**src/common/raw_pkg.sv**
```systemverilog
// Constants for the slow-clock, alarm and watchdog control word.
// Assumes a synchronous 10 MHz core clock and an opcode command port.
package raw_pkg;
   // ****************************************
   // Clock
   // ****************************************
   localparam int CLK_PERIOD_NS = 100;
   // ****************************************
   // Opcodes
   // ****************************************
   localparam logic [7:0] OPC_CTRL_WR = 8'h43;
   localparam logic [7:0] OPC_CTRL_RD = 8'hC3;
   localparam logic [7:0] OPC_STAT_RD = 8'hFE;
   // ****************************************
   // Control word fields
   // ****************************************
   localparam int CTRL_W = 16;
   localparam int BIT_WDOG_ENABLE = 0;
   localparam int BIT_WD_FLAG = 1;
   localparam int BIT_AM_LSB = 2;
   localparam int BIT_AM_MSB = 3;
   localparam int BIT_OSC_STOP_N = 4;
   localparam int BIT_CLK_OUT_EN = 5;
   localparam int BIT_BYPASS = 6;
   localparam logic [15:0] CTRL_RESET = 16'h0000;
   localparam logic [15:0] CTRL_WR_MASK = 16'h007D;
   // ****************************************
   // Interrupt status fields
   // ****************************************
   localparam int BIT_ALARM_FLAG = 14;
   // ****************************************
   // Alarm modes
   // ****************************************
   typedef enum logic [1:0] {
      AM_NONE,
      AM_MIN,
      AM_HOUR,
      AM_BOTH
   } raw_alarm_mode_t;
endpackage : raw_pkg

```
**src/raw_ctrl.sv**
```systemverilog
// Slow-clock source, alarm and watchdog control word with its opcode port.
// Assumes time-field increments, matches and the watchdog zero event come
// from the timekeeping logic outside, synchronous to i_clk.
`timescale 1ns/1ps
module raw_ctrl
   import raw_pkg::*;
(
   input wire logic i_clk,
   input wire logic i_rst_n,
   input wire logic i_cmd_valid,
   input wire logic [7:0] i_cmd_opcode,
   input wire logic [15:0] i_cmd_wdata,
   output logic o_rd_valid,
   output logic [15:0] o_rd_data,
   input wire logic i_int_enable,
   output logic o_int_n,
   input wire logic i_osc_clk,
   input wire logic i_slow_xtal_in_pin,
   output logic o_osc_run,
   output logic o_core_slow_clk,
   output logic o_slow_clock_out_pin_o,
   output logic o_slow_clock_out_pin_oe,
   input wire logic i_min_inc,
   input wire logic i_hour_inc,
   input wire logic i_min_match,
   input wire logic i_hour_match,
   input wire logic i_wdt_zero,
   output logic o_wdt_run,
   output logic o_watchdog_out_pin_o,
   output logic o_watchdog_out_pin_oe
);
   // ****************************************
   // Control word
   // ****************************************
   logic [15:0] ctrl_r;
   logic [15:0] ctrl_nxt;
   logic wr_ctrl;
   logic rd_ctrl;
   logic rd_stat;
   logic watchdog_flag;
   logic alarm_flag;
   logic wd_clr;
   logic wd_set;
   logic alarm_set;
   logic slow_clock_bypass;
   logic slow_clock_out_enable;
   logic osc_stop_n;
   logic watchdog_enable;
   raw_alarm_mode_t alarm_mode;

   assign wr_ctrl = i_cmd_valid && (i_cmd_opcode == OPC_CTRL_WR);
   assign rd_ctrl = i_cmd_valid && (i_cmd_opcode == OPC_CTRL_RD);
   assign rd_stat = i_cmd_valid && (i_cmd_opcode == OPC_STAT_RD);

   // Flag bit lives in its own sticky cell, so it is masked here
   always_comb begin
      ctrl_nxt = ctrl_r;
      if (wr_ctrl) begin
         ctrl_nxt = i_cmd_wdata & CTRL_WR_MASK;
      end
   end

   always_ff @(posedge i_clk) begin
      if (!i_rst_n) begin
         ctrl_r <= CTRL_RESET;
      end else begin
         ctrl_r <= ctrl_nxt;
      end
   end

   assign slow_clock_bypass = ctrl_r[BIT_BYPASS];
   assign slow_clock_out_enable = ctrl_r[BIT_CLK_OUT_EN];
   assign osc_stop_n = ctrl_r[BIT_OSC_STOP_N];
   assign watchdog_enable = ctrl_r[BIT_WDOG_ENABLE];
   assign alarm_mode = raw_alarm_mode_t'(ctrl_r[BIT_AM_MSB:BIT_AM_LSB]);

   // ****************************************
   // Slow clock source
   // ****************************************
   // External clock must keep running while bypassed
   assign o_osc_run = !osc_stop_n && !slow_clock_bypass;
   assign o_core_slow_clk = slow_clock_bypass ? i_slow_xtal_in_pin : i_osc_clk;

   logic clk_out_r;
   logic clk_out_nxt;

   // Registered copy keeps the pin glitch free across enable changes
   always_comb begin
      clk_out_nxt = slow_clock_out_enable && o_core_slow_clk;
   end

   always_ff @(posedge i_clk) begin
      if (!i_rst_n) begin
         clk_out_r <= 1'b0;
      end else begin
         clk_out_r <= clk_out_nxt;
      end
   end

   assign o_slow_clock_out_pin_o = clk_out_r;
   assign o_slow_clock_out_pin_oe = slow_clock_out_enable;

   // ****************************************
   // Alarm
   // ****************************************
   always_comb begin
      case (alarm_mode)
         AM_MIN: alarm_set = i_min_inc && i_min_match;
         AM_HOUR: alarm_set = i_hour_inc && i_hour_match;
         AM_BOTH: alarm_set = (i_min_inc || i_hour_inc) && i_min_match && i_hour_match;
         default: alarm_set = 1'b0;
      endcase
   end

   raw_sticky_flag u_alarm_flag (
      .i_clk(i_clk),
      .i_rst_n(i_rst_n),
      .i_set(alarm_set),
      .i_clr(rd_stat),
      .o_flag(alarm_flag)
   );

   assign o_int_n = !(alarm_flag && i_int_enable);

   // ****************************************
   // Watchdog
   // ****************************************
   assign o_wdt_run = watchdog_enable;
   assign wd_set = i_wdt_zero && watchdog_enable;
   assign wd_clr = wr_ctrl && !i_cmd_wdata[BIT_WD_FLAG];

   raw_sticky_flag u_wd_flag (
      .i_clk(i_clk),
      .i_rst_n(i_rst_n),
      .i_set(wd_set),
      .i_clr(wd_clr),
      .o_flag(watchdog_flag)
   );

   // Open drain: only ever pulls low
   assign o_watchdog_out_pin_o = 1'b0;
   assign o_watchdog_out_pin_oe = watchdog_flag && watchdog_enable;

   // ****************************************
   // Read port
   // ****************************************
   logic rd_valid_r;
   logic rd_valid_nxt;
   logic [15:0] rd_data_r;
   logic [15:0] rd_data_nxt;

   always_comb begin
      rd_valid_nxt = rd_ctrl || rd_stat;
      rd_data_nxt = rd_data_r;
      if (rd_ctrl) begin
         rd_data_nxt = ctrl_r & CTRL_WR_MASK;
         rd_data_nxt[BIT_WD_FLAG] = watchdog_flag;
      end else if (rd_stat) begin
         rd_data_nxt = 16'h0000;
         rd_data_nxt[BIT_ALARM_FLAG] = alarm_flag;
      end
   end

   always_ff @(posedge i_clk) begin
      if (!i_rst_n) begin
         rd_valid_r <= 1'b0;
         rd_data_r <= 16'h0000;
      end else begin
         rd_valid_r <= rd_valid_nxt;
         rd_data_r <= rd_data_nxt;
      end
   end

   assign o_rd_valid = rd_valid_r;
   assign o_rd_data = rd_data_r;

   // ****************************************
   // Checks
   // ****************************************
   property p_bypass_stops_osc;
      @(posedge i_clk) disable iff (!i_rst_n)
      slow_clock_bypass |-> !o_osc_run && (o_core_slow_clk == i_slow_xtal_in_pin);
   endproperty
   a_bypass_stops_osc: assert property (p_bypass_stops_osc)
      else $error("Oscillator runs or wrong source in bypass");

   property p_clk_out_follow;
      @(posedge i_clk) disable iff (!i_rst_n)
      ##1 ($past(slow_clock_out_enable) && slow_clock_out_enable)
         |-> o_slow_clock_out_pin_o == $past(o_core_slow_clk);
   endproperty
   a_clk_out_follow: assert property (p_clk_out_follow)
      else $error("Slow clock out does not follow core clock");

   property p_osc_stop;
      @(posedge i_clk) disable iff (!i_rst_n)
      osc_stop_n |-> !o_osc_run;
   endproperty
   a_osc_stop: assert property (p_osc_stop)
      else $error("Oscillator runs while stopped");

   property p_no_alarm_mode;
      @(posedge i_clk) disable iff (!i_rst_n)
      (alarm_mode == AM_NONE) && !alarm_flag && !rd_stat |=> !alarm_flag;
   endproperty
   a_no_alarm_mode: assert property (p_no_alarm_mode)
      else $error("Alarm raised with mode none");

   property p_min_alarm;
      @(posedge i_clk) disable iff (!i_rst_n)
      (alarm_mode == AM_MIN) && i_min_inc && i_min_match |=> alarm_flag;
   endproperty
   a_min_alarm: assert property (p_min_alarm)
      else $error("Minute match did not set alarm flag");

   property p_int_held;
      @(posedge i_clk) disable iff (!i_rst_n)
      alarm_flag && i_int_enable && !rd_stat |=> !o_int_n || !i_int_enable;
   endproperty
   a_int_held: assert property (p_int_held)
      else $error("Interrupt dropped without status read");

   property p_wd_set;
      @(posedge i_clk) disable iff (!i_rst_n)
      i_wdt_zero && watchdog_enable |=> watchdog_flag ##0 o_watchdog_out_pin_oe || !watchdog_enable;
   endproperty
   a_wd_set: assert property (p_wd_set)
      else $error("Watchdog zero did not set flag");

   property p_wd_sticky;
      @(posedge i_clk) disable iff (!i_rst_n)
      watchdog_flag && !wd_clr |=> watchdog_flag;
   endproperty
   a_wd_sticky: assert property (p_wd_sticky)
      else $error("Watchdog flag cleared on its own");

   property p_wd_release;
      @(posedge i_clk) disable iff (!i_rst_n)
      wd_clr && !wd_set |=> !o_watchdog_out_pin_oe;
   endproperty
   a_wd_release: assert property (p_wd_release)
      else $error("Watchdog pin not released after clear");

   property p_wd_disabled;
      @(posedge i_clk) disable iff (!i_rst_n)
      !watchdog_enable |-> !o_watchdog_out_pin_oe && !o_wdt_run;
   endproperty
   a_wd_disabled: assert property (p_wd_disabled)
      else $error("Watchdog active while disabled");

   property p_stat_read;
      @(posedge i_clk) disable iff (!i_rst_n)
      rd_stat |=> o_rd_valid && (o_rd_data[BIT_ALARM_FLAG] == $past(alarm_flag))
         && (o_rd_data[13:0] == 14'h0000);
   endproperty
   a_stat_read: assert property (p_stat_read)
      else $error("Status read data wrong");

   property p_ctrl_reserved;
      @(posedge i_clk) disable iff (!i_rst_n)
      rd_ctrl |=> o_rd_data[15:7] == 9'h000;
   endproperty
   a_ctrl_reserved: assert property (p_ctrl_reserved)
      else $error("Reserved bits read nonzero");

   c_alarm_both: cover property (@(posedge i_clk) disable iff (!i_rst_n)
      (alarm_mode == AM_BOTH) && alarm_set);
   c_int_release: cover property (@(posedge i_clk) disable iff (!i_rst_n)
      !o_int_n ##1 rd_stat ##1 o_int_n);
   c_wd_cycle: cover property (@(posedge i_clk) disable iff (!i_rst_n)
      o_watchdog_out_pin_oe ##[1:20] !o_watchdog_out_pin_oe);
   c_bypass: cover property (@(posedge i_clk) disable iff (!i_rst_n)
      slow_clock_bypass && slow_clock_out_enable);
endmodule : raw_ctrl

```
**src/raw_sticky_flag.sv**
```systemverilog
// Sticky event flag: set by hardware, cleared by a request.
// Assumes set and clear are one-cycle synchronous pulses.
`timescale 1ns/1ps
module raw_sticky_flag (
   input wire logic i_clk,
   input wire logic i_rst_n,
   input wire logic i_set,
   input wire logic i_clr,
   output logic o_flag
);
   logic flag_r;
   logic flag_nxt;

   // Set wins so an event during a clear is kept
   always_comb begin
      flag_nxt = flag_r;
      if (i_clr) begin
         flag_nxt = 1'b0;
      end
      if (i_set) begin
         flag_nxt = 1'b1;
      end
   end

   always_ff @(posedge i_clk) begin
      if (!i_rst_n) begin
         flag_r <= 1'b0;
      end else begin
         flag_r <= flag_nxt;
      end
   end

   assign o_flag = flag_r;
endmodule : raw_sticky_flag

```
**config.mk**
```make
export PLATFORM = sky130hd
export DESIGN_NAME = raw_ctrl
export DESIGN_NICKNAME = d
export VERILOG_FILES = /design/src/common/raw_pkg.sv /design/src/raw_ctrl.sv /design/src/raw_sticky_flag.sv
export SDC_FILE = /design/constraint.sdc
export NUM_CORES = 1
export LEC_CHECK = 0
export BUFFER_PORTS_ARGS = -buffer_cell sky130_fd_sc_hd__buf_2
export CAP_MARGIN = 5
export CORE_AREA = 4 4 55 57
export DETAILED_ROUTE_END_ITERATION = 16
export DIE_AREA = 0 0 59 61
export GPL_TIMING_DRIVEN = 1
export PLACE_DENSITY = 0.68
export SYNTH_ARGS = -nofsm -noshare
export SYNTH_HDL_FRONTEND = slang
export SYNTH_SLANG_ARGS = --single-unit
```
**constraint.sdc**
```tcl
create_clock -name i_clk -period 3.5 [get_ports i_clk]
set_input_delay 1.05 -clock i_clk [delete_from_list [all_inputs] [get_ports i_clk]]
set_output_delay 1.05 -clock i_clk [all_outputs]
set_load 0.1 [all_outputs]
```
==> results of run 1 <==
## metrics by stage
stage / std cells / cell area [um^2]
floorplan: 103 / 901
global placement: 160 / 1040
detailed placement: 160 / 1040
CTS: 164 / 1080
global route: 164 / 1080
finish: 164 / 1080
## sequential cells by signal, summed over array words and instances, names as in the netlist
signal / count
ctrl_r: 6
o_rd_data: 8
o_rd_valid: 1
o_slow_clock_out_pin_o: 1
u_alarm_flag.o_flag: 1
u_wd_flag.o_flag: 1
## how the worst max path moves through the flow
stage                           startpoint                   endpoint  slack [ps]  cells past startpoint
global placement           i_cmd_opcode[2]  o_rd_data[1]$_SDFFE_PN0P_         650                      5
global route            i_slow_xtal_in_pin            o_core_slow_clk         740                      3
finish                  i_slow_xtal_in_pin            o_core_slow_clk         750                      3
detailed placement         i_cmd_opcode[2]  o_rd_data[3]$_SDFFE_PN0P_         640                      5
floorplan           ctrl_r[0]$_SDFFE_PN0P_      o_watchdog_out_pin_oe         610                      1
CTS                     i_slow_xtal_in_pin            o_core_slow_clk         750                      3
## power by group through the flow
stage / registers, mW / clock network [mW] / logic [mW]
final: 0.205 / 0.126 / 0.0740
after global routing: 0.205 / 0.141 / 0.0772
after CTS: 0.205 / 0.132 / 0.0739
after detailed placement: 0.210 / 0 / 0.0736
after global placement: 0.210 / 0 / 0.0728
after floorplan: 0.210 / 0 / 0.0652
## final cells by class
| cell class | count | area (um^2) |
|---|---|---|
| Inverter | 1 | 3.75 |
| Multi-Input combinational cell | 70 | 438 |
| Clock buffer | 4 | 36.3 |
| Fill cell | 265 | 1400 |
| Sequential cell | 18 | 360 |
| Tap cell | 30 | 37.5 |
| Timing Repair Buffer | 41 | 205 |
## metal layers
metal  GRT usage, %  vias to the layer above  wire (um)  share of wire (%)
met5              0                        -          0                  0
met4           4.85                        0         19               0.99
met3           2.77                        4        224                 12
met2           19.2                       35        851                 44
met1           13.3                      351        826                 43
li1               -                      393          -                  -
## cells in the mapped netlist, drive strengths merged
cell type	count	area share, %
dfxtp	18	41
nor2b	9	6.5
inv	1	0.43
and3	1	0.72
o22ai	6	4.3
clkbuf	2	0.86
and4b	1	1.3
or4b	1	1.6
mux2i	6	6.9
a21boi	1	0.86
nand3	10	5.7
a21oi	1	1.9
and2	2	1.4
buf	12	10
nand4	1	0.72
mux2	1	1.3
nor2	1	0.43
or3b	1	1.0
nand2	13	5.6
o32ai	2	2.0
o21ai	3	1.7
nor4	1	2.4
conb	1	0.43
## critical path: stages
cell and delay [ps]:
buf_2 90, mux2_2 260, buf_2 290
## cells by family (layout without fill, tap and decap cells)
kind of cell | count (synthesis) | count (layout)
AO/OA/AOI/OAI | 13 | 13
buffers and inverters | 15 | 46
flip-flops | 18 | 18
multiplexers | 7 | 7
other | 1 | 9
AND/OR/NAND/NOR | 41 | 41
==> flow_metrics.py, run 1 <==
metrics = {
    "place": {
        "routabilityCongestion": 0.761,
        "place_ws_ps": 637,
        "dpl.hpwl_um": 1530,
        "io_buffer_count": 41,
    },
    "setup_path": {
        "cp.required_ps": 2450,
        "critPathMaxFanout": 2,
        "critPathKind": "primary input to output pin",
        "r2r_cells": 4,
        "r2r_slack_ps": 2510,
        "startpoint_type": "primary input",
        "cp_data_arrival_time_ps": 1700,
        "r2r-end": "u_alarm_flag.o_flag$_SDFFE_PN0P_",
        "endpoint_kind": "output pin",
        "reg2reg_from": "ctrl_r[3]$_SDFFE_PN0P_",
    },
    "yosys": {
        "ys_seq_area_share_pct": 41.4,
        "yosysWarnings": 0,
        "synth_compound_area_share_pct": 10.8,
        "synthSimpleGateAreaFrac_pct": 27.4,
        "syn_area_per_cell_um2": 9.17,
        "syn-cell-area_um2": 871,
        "synth_mux_area_share_pct": 8.19,
        "netlist_instances": 95,
        "synth-xor-area-share_pct": 0,
        "synth.distinct_cells": 25,
        "synth_fa_ha_area_share_pct": 0,
        "ys_seq_elements": 18,
        "synth_top_family_by_area": "simple AND/OR/NAND/NOR gates",
    },
    "clock_network": {
        "post_cts_buffers": 0,
        "hold_buffers": 0,
        "htree_levels": 1,
        "clock_latency_ps": 290,
        "clock-root-buffer": "clkbuf_4",
        "clkTransAtPathRegs_ps": 100,
        "cts.repair.resized": 0,
        "cts_tree": "done",
        "cts_sinks": 18,
        "cts_buffer_depth": 2,
        "cts_buffers": 3,
    },
    "timing": {
        "period_share_pct": 78.5,
        "period_needed_ps": 2750,
        "hold_viol": 0,
        "fmax_mhz": 364,
        "slew_violations": 0,
        "rsz0062_at_grt": "false",
        "finalSetupViolCount": 0,
        "setup_ws_ps": 753,
        "worst_pin_slew_ps": 648,
        "slew_headroom_pct": 56.5,
        "holdWs_ps": 469,
        "finalClockSkew_ps": 4.34,
        "setup_tns_ps": 0,
    },
    "power": {
        "power.share.switching_pct": 30.4,
        "ir_worst_vdd_uv": 167,
        "internal-power_mw": 0.282,
        "p_per_area_nw_per_um2": 375,
        "finalPower_mw": 0.405,
        "clkPwrFrac_pct": 31.2,
        "p_leak_nw": 0.447,
        "p_switching_mw": 0.123,
        "combPwrFrac_pct": 18.3,
        "seqPwrFrac_pct": 50.6,
    },
    "final_layout": {
        "final_cell_mix": "buf_2 (41), dfxtp_1 (18), nand2_1 (13)",
        "area_growth_pct": 24.1,
        "nets": 170,
        "mostFrequentLayoutCell": "buf_2",
        "utilization_pct": 43.6,
        "insertedDiodeCount": 0,
        "drive_above_1_share_pct": 37.3,
    },
    "floorplan": {
        "initial_core_util_pct": 35.2,
        "die_x_um": 59,
        "io_pins": 60,
        "die_area_um2": 3600,
        "die_h_um": 61,
        "rows": 18,
        "core_um2": 2480,
    },
    "hold_path": {
        "hold-path-endpoint": "o_rd_data[1]$_SDFFE_PN0P_",
        "hold_path.class": "flop to flop",
        "hp-start": "o_rd_data[1]$_SDFFE_PN0P_",
        "holdPathStages": 2,
    },
    "global_route": {
        "grt_overflow": 0,
        "grt_pass1_wl_um": 3060,
        "grt_max_degree": 26,
        "grt_pass1_vias": 716,
        "grt_util_all_layers_pct": 11.2,
        "antenna_found_initial": 0,
    },
    "drt": {
        "vias": 783,
        "first_pass_iters": 2,
        "detail-route-antenna-nets": 0,
        "drt_iter0_markers": 21,
        "drc": 0,
        "drt_wl_total_um": 1920,
        "vias_per_cell": 4.77,
        "avgRoutedWirePerCell_um": 11.7,
    },
    "job": {
        "drv_cap": 0,
    },
    "status": {
        "status": "finished clean",
    },
}
(Power assumes the default switching activity.)
==> inputs of run 2 (changes only) <==
--- a/config.mk
+++ b/config.mk
@@ -5,13 +5,14 @@
 export SDC_FILE = /design/constraint.sdc
 export NUM_CORES = 1
 export LEC_CHECK = 0
+export ABC_AREA = 1
 export BUFFER_PORTS_ARGS = -buffer_cell sky130_fd_sc_hd__buf_2
 export CAP_MARGIN = 5
-export CORE_AREA = 4 4 55 57
+export CORE_AREA = 4 4 78 44
 export DETAILED_ROUTE_END_ITERATION = 16
-export DIE_AREA = 0 0 59 61
+export DIE_AREA = 0 0 82 48
 export GPL_TIMING_DRIVEN = 1
-export PLACE_DENSITY = 0.68
+export PLACE_DENSITY = 0.66
 export SYNTH_ARGS = -nofsm -noshare
 export SYNTH_HDL_FRONTEND = slang
 export SYNTH_SLANG_ARGS = --single-unit
==> constraint.sdc (replaced) <==
create_clock -name i_clk -period 2.8 [get_ports i_clk]
set_input_delay 0.84 -clock i_clk [delete_from_list [all_inputs] [get_ports i_clk]]
set_output_delay 0.84 -clock i_clk [all_outputs]
set_load 0.1 [all_outputs]
==> run 2 against run 1 <==
  * Sequential power up 25%
  * First-iteration DRC count is 110% higher
  * Sequential cell count stayed put
  * Clock-buffer cell count shrank 1
  * Sequential share of layout area shrank 2.0 points
  * Worst hold slack better by 12 ps
  * Highest routed layer is now met3
  * Total power increased by 32%
  * Via count rose by 13%
  * Cell count grew 30%
  * Largest power group unchanged
  * Combinational power rose by 35%
==> flow_metrics.py, run 2 <==
metrics = {
    "drt": {
        "drt_iter0_markers": 44,
        "drc": 0,
        "vias": 881,
        "avgRoutedWirePerCell_um": 10.0,
        "first_pass_iters": 4,
        "detail-route-antenna-nets": 0,
        "drt_wl_total_um": 2140,
        "vias_per_cell": 4.14,
    },
    "place": {
        "routabilityCongestion": 0.786,
        "place_ws_ps": 403,
        "dpl.hpwl_um": 1710,
        "io_buffer_count": 41,
    },
    "timing": {
        "slew_violations": 0,
        "fmax_mhz": 418,
        "hold_viol": 0,
        "rsz0062_at_grt": "false",
        "period_share_pct": 85.5,
        "finalSetupViolCount": 0,
        "finalClockSkew_ps": 2.13,
        "period_needed_ps": 2390,
        "setup_ws_ps": 406,
        "setup_tns_ps": 0,
    },
    "status": {
        "status": "finished clean",
    },
    "global_route": {
        "gr-usage-met2_pct": 14.8,
        "grt_max_degree": 13,
        "grt_util_all_layers_pct": 11.4,
        "use_met1_pct": 16.4,
        "grt_overflow": 0,
        "grt_pass1_vias": 701,
        "antenna_found_initial": 0,
        "use_met3_pct": 6.02,
        "grt_pass1_wl_um": 3240,
        "top_usage_layer": "met1",
    },
    "yosys": {
        "synth_top_flop_cell": "dfxtp_1",
        "netlist_instances": 133,
        "syn_area_per_cell_um2": 6.89,
        "synth.distinct_cells": 22,
        "ys_seq_elements": 18,
        "synth_edf_count": 0,
        "yosysWarnings": 0,
        "synthTopCellsByCount": "nand2_1 (27), nor2_1 (19), dfxtp_1 (18), inv_1 (18), nand3_1 (16)",
        "ys_seq_area_share_pct": 39.3,
        "synth.top_cells.by_area": "dfxtp_1 (39%), nand2_1 (11%), nand3_1 (8.7%)",
        "yosysTopAreaCellShare_pct": 39.3,
        "yosysTopAreaCell": "dfxtp_1",
        "ys_async_sr_fraction_pct": 0,
        "syn-cell-area_um2": 916,
        "synth.most_common_cell": "nand2_1",
    },
    "clock_network": {
        "clock_latency_ps": 250,
        "htree_levels": 1,
        "cts_buffers": 3,
        "cts_buffer_depth": 2,
        "cts_tree": "done",
        "post_cts_buffers": 0,
        "cts.repair.resized": 0,
        "clock-root-buffer": "clkbuf_8",
        "hold_buffers": 0,
        "clkTransAtPathRegs_ps": 60,
        "cts_sinks": 18,
    },
    "setup_path": {
        "endpoint_kind": "output pin",
        "critPathKind": "primary input to output pin",
        "critPathMaxFanout": 2,
        "cp.required_ps": 1960,
        "cp_data_arrival_time_ps": 1550,
        "startpoint_type": "primary input",
    },
    "final_layout": {
        "insertedDiodeCount": 0,
        "mostFrequentLayoutCell": "buf_2",
        "largest_reg_flops": 8,
        "utilization_pct": 41.1,
        "drive_above_1_share_pct": 30.1,
        "nets": 210,
        "area_growth_pct": 25.7,
        "final_cell_mix": "buf_2 (41), nand2_1 (27), nor2_1 (19)",
    },
    "floorplan": {
        "rows": 14,
        "die_area_um2": 3940,
        "die_h_um": 48,
        "die_x_um": 82,
        "io_pins": 60,
        "initial_core_util_pct": 32.7,
        "core_um2": 2800,
    },
    "job": {
        "drv_cap": 0,
    },
    "power": {
        "finalPower_mw": 0.533,
        "p_per_area_nw_per_um2": 463,
        "ir_worst_vdd_uv": 214,
        "p_leak_nw": 0.580,
    },
    "hold_path": {
        "hold_path.class": "flop to flop",
    },
}
run 2: cell count changes in the layout (fill, tap and decap cells not counted), sizes merged, moves of 2 or more:
| cell | delta |
|---|---|
| mux2i | -6 |
| nand3 | +6 |
| nor2b | -9 |
| and2 | -2 |
| a21oi | +8 |
| nor2 | +21 |
| nand2 | +16 |
| o22ai | -5 |
| inv | +18 |
| o32ai | -2 |
run 2: stage by stage:
step	cell area (um^2)	hold slack, ps	std cells
after floorplan	946	453	141
after global placement	1110	472	210
after detailed placement	1110	476	210
after CTS	1150	485	213
after global routing	1150	495	213
final	1150	482	213
run 2: power breakdown:
part           internal [mW]  switching (mW)
Sequential             0.256        0.000292
Combinational         0.0184          0.0815
Clock                 0.0954          0.0810
Total                  0.370           0.163
run 2: final timing paths:
check,from,end,slack (ps),cells past startpoint
worst max-delay path,i_slow_xtal_in_pin,o_core_slow_clk,410,6
worst min-delay path,o_rd_data[0]$_SDFFE_PN0P_,o_rd_data[0]$_SDFFE_PN0P_,480,2
worst max register to register,ctrl_r[3]$_SDFFE_PN0P_,u_alarm_flag.o_flag$_SDFFE_PN0P_,1930,5
worst min register to register,o_rd_data[0]$_SDFFE_PN0P_,o_rd_data[0]$_SDFFE_PN0P_,480,2
run 2: layer usage:
layer | wire [um] | vias to the layer above
li1 | - | 472
met1 | 1080 | 368
met2 | 782 | 41
met3 | 273 | 0
met4 | 0 | 0
met5 | 0 | -
run 2: worst max-delay path: stages:
cell and delay (ps):
buf_2 70, inv_1 30, nand2_1 40, o21ai_0 90
inv_1 60, buf_2 410
run 2: logic make-up after synthesis:
group / Yosys count / share of synthesized area (%)
simple gates: 69 / 34.0
other cells: 1 / 0.409
compound gates: 13 / 8.06
buf+inv: 32 / 18.2
flops: 18 / 39.3
run 2: area by class of cell:
class	instances	area (um^2)
tap	40	50.0
multi-input combinational	91	419
fill	317	1650
clock buffer	3	41.3
sequential	18	360
timing repair buffer	41	205
inverter	20	75.1
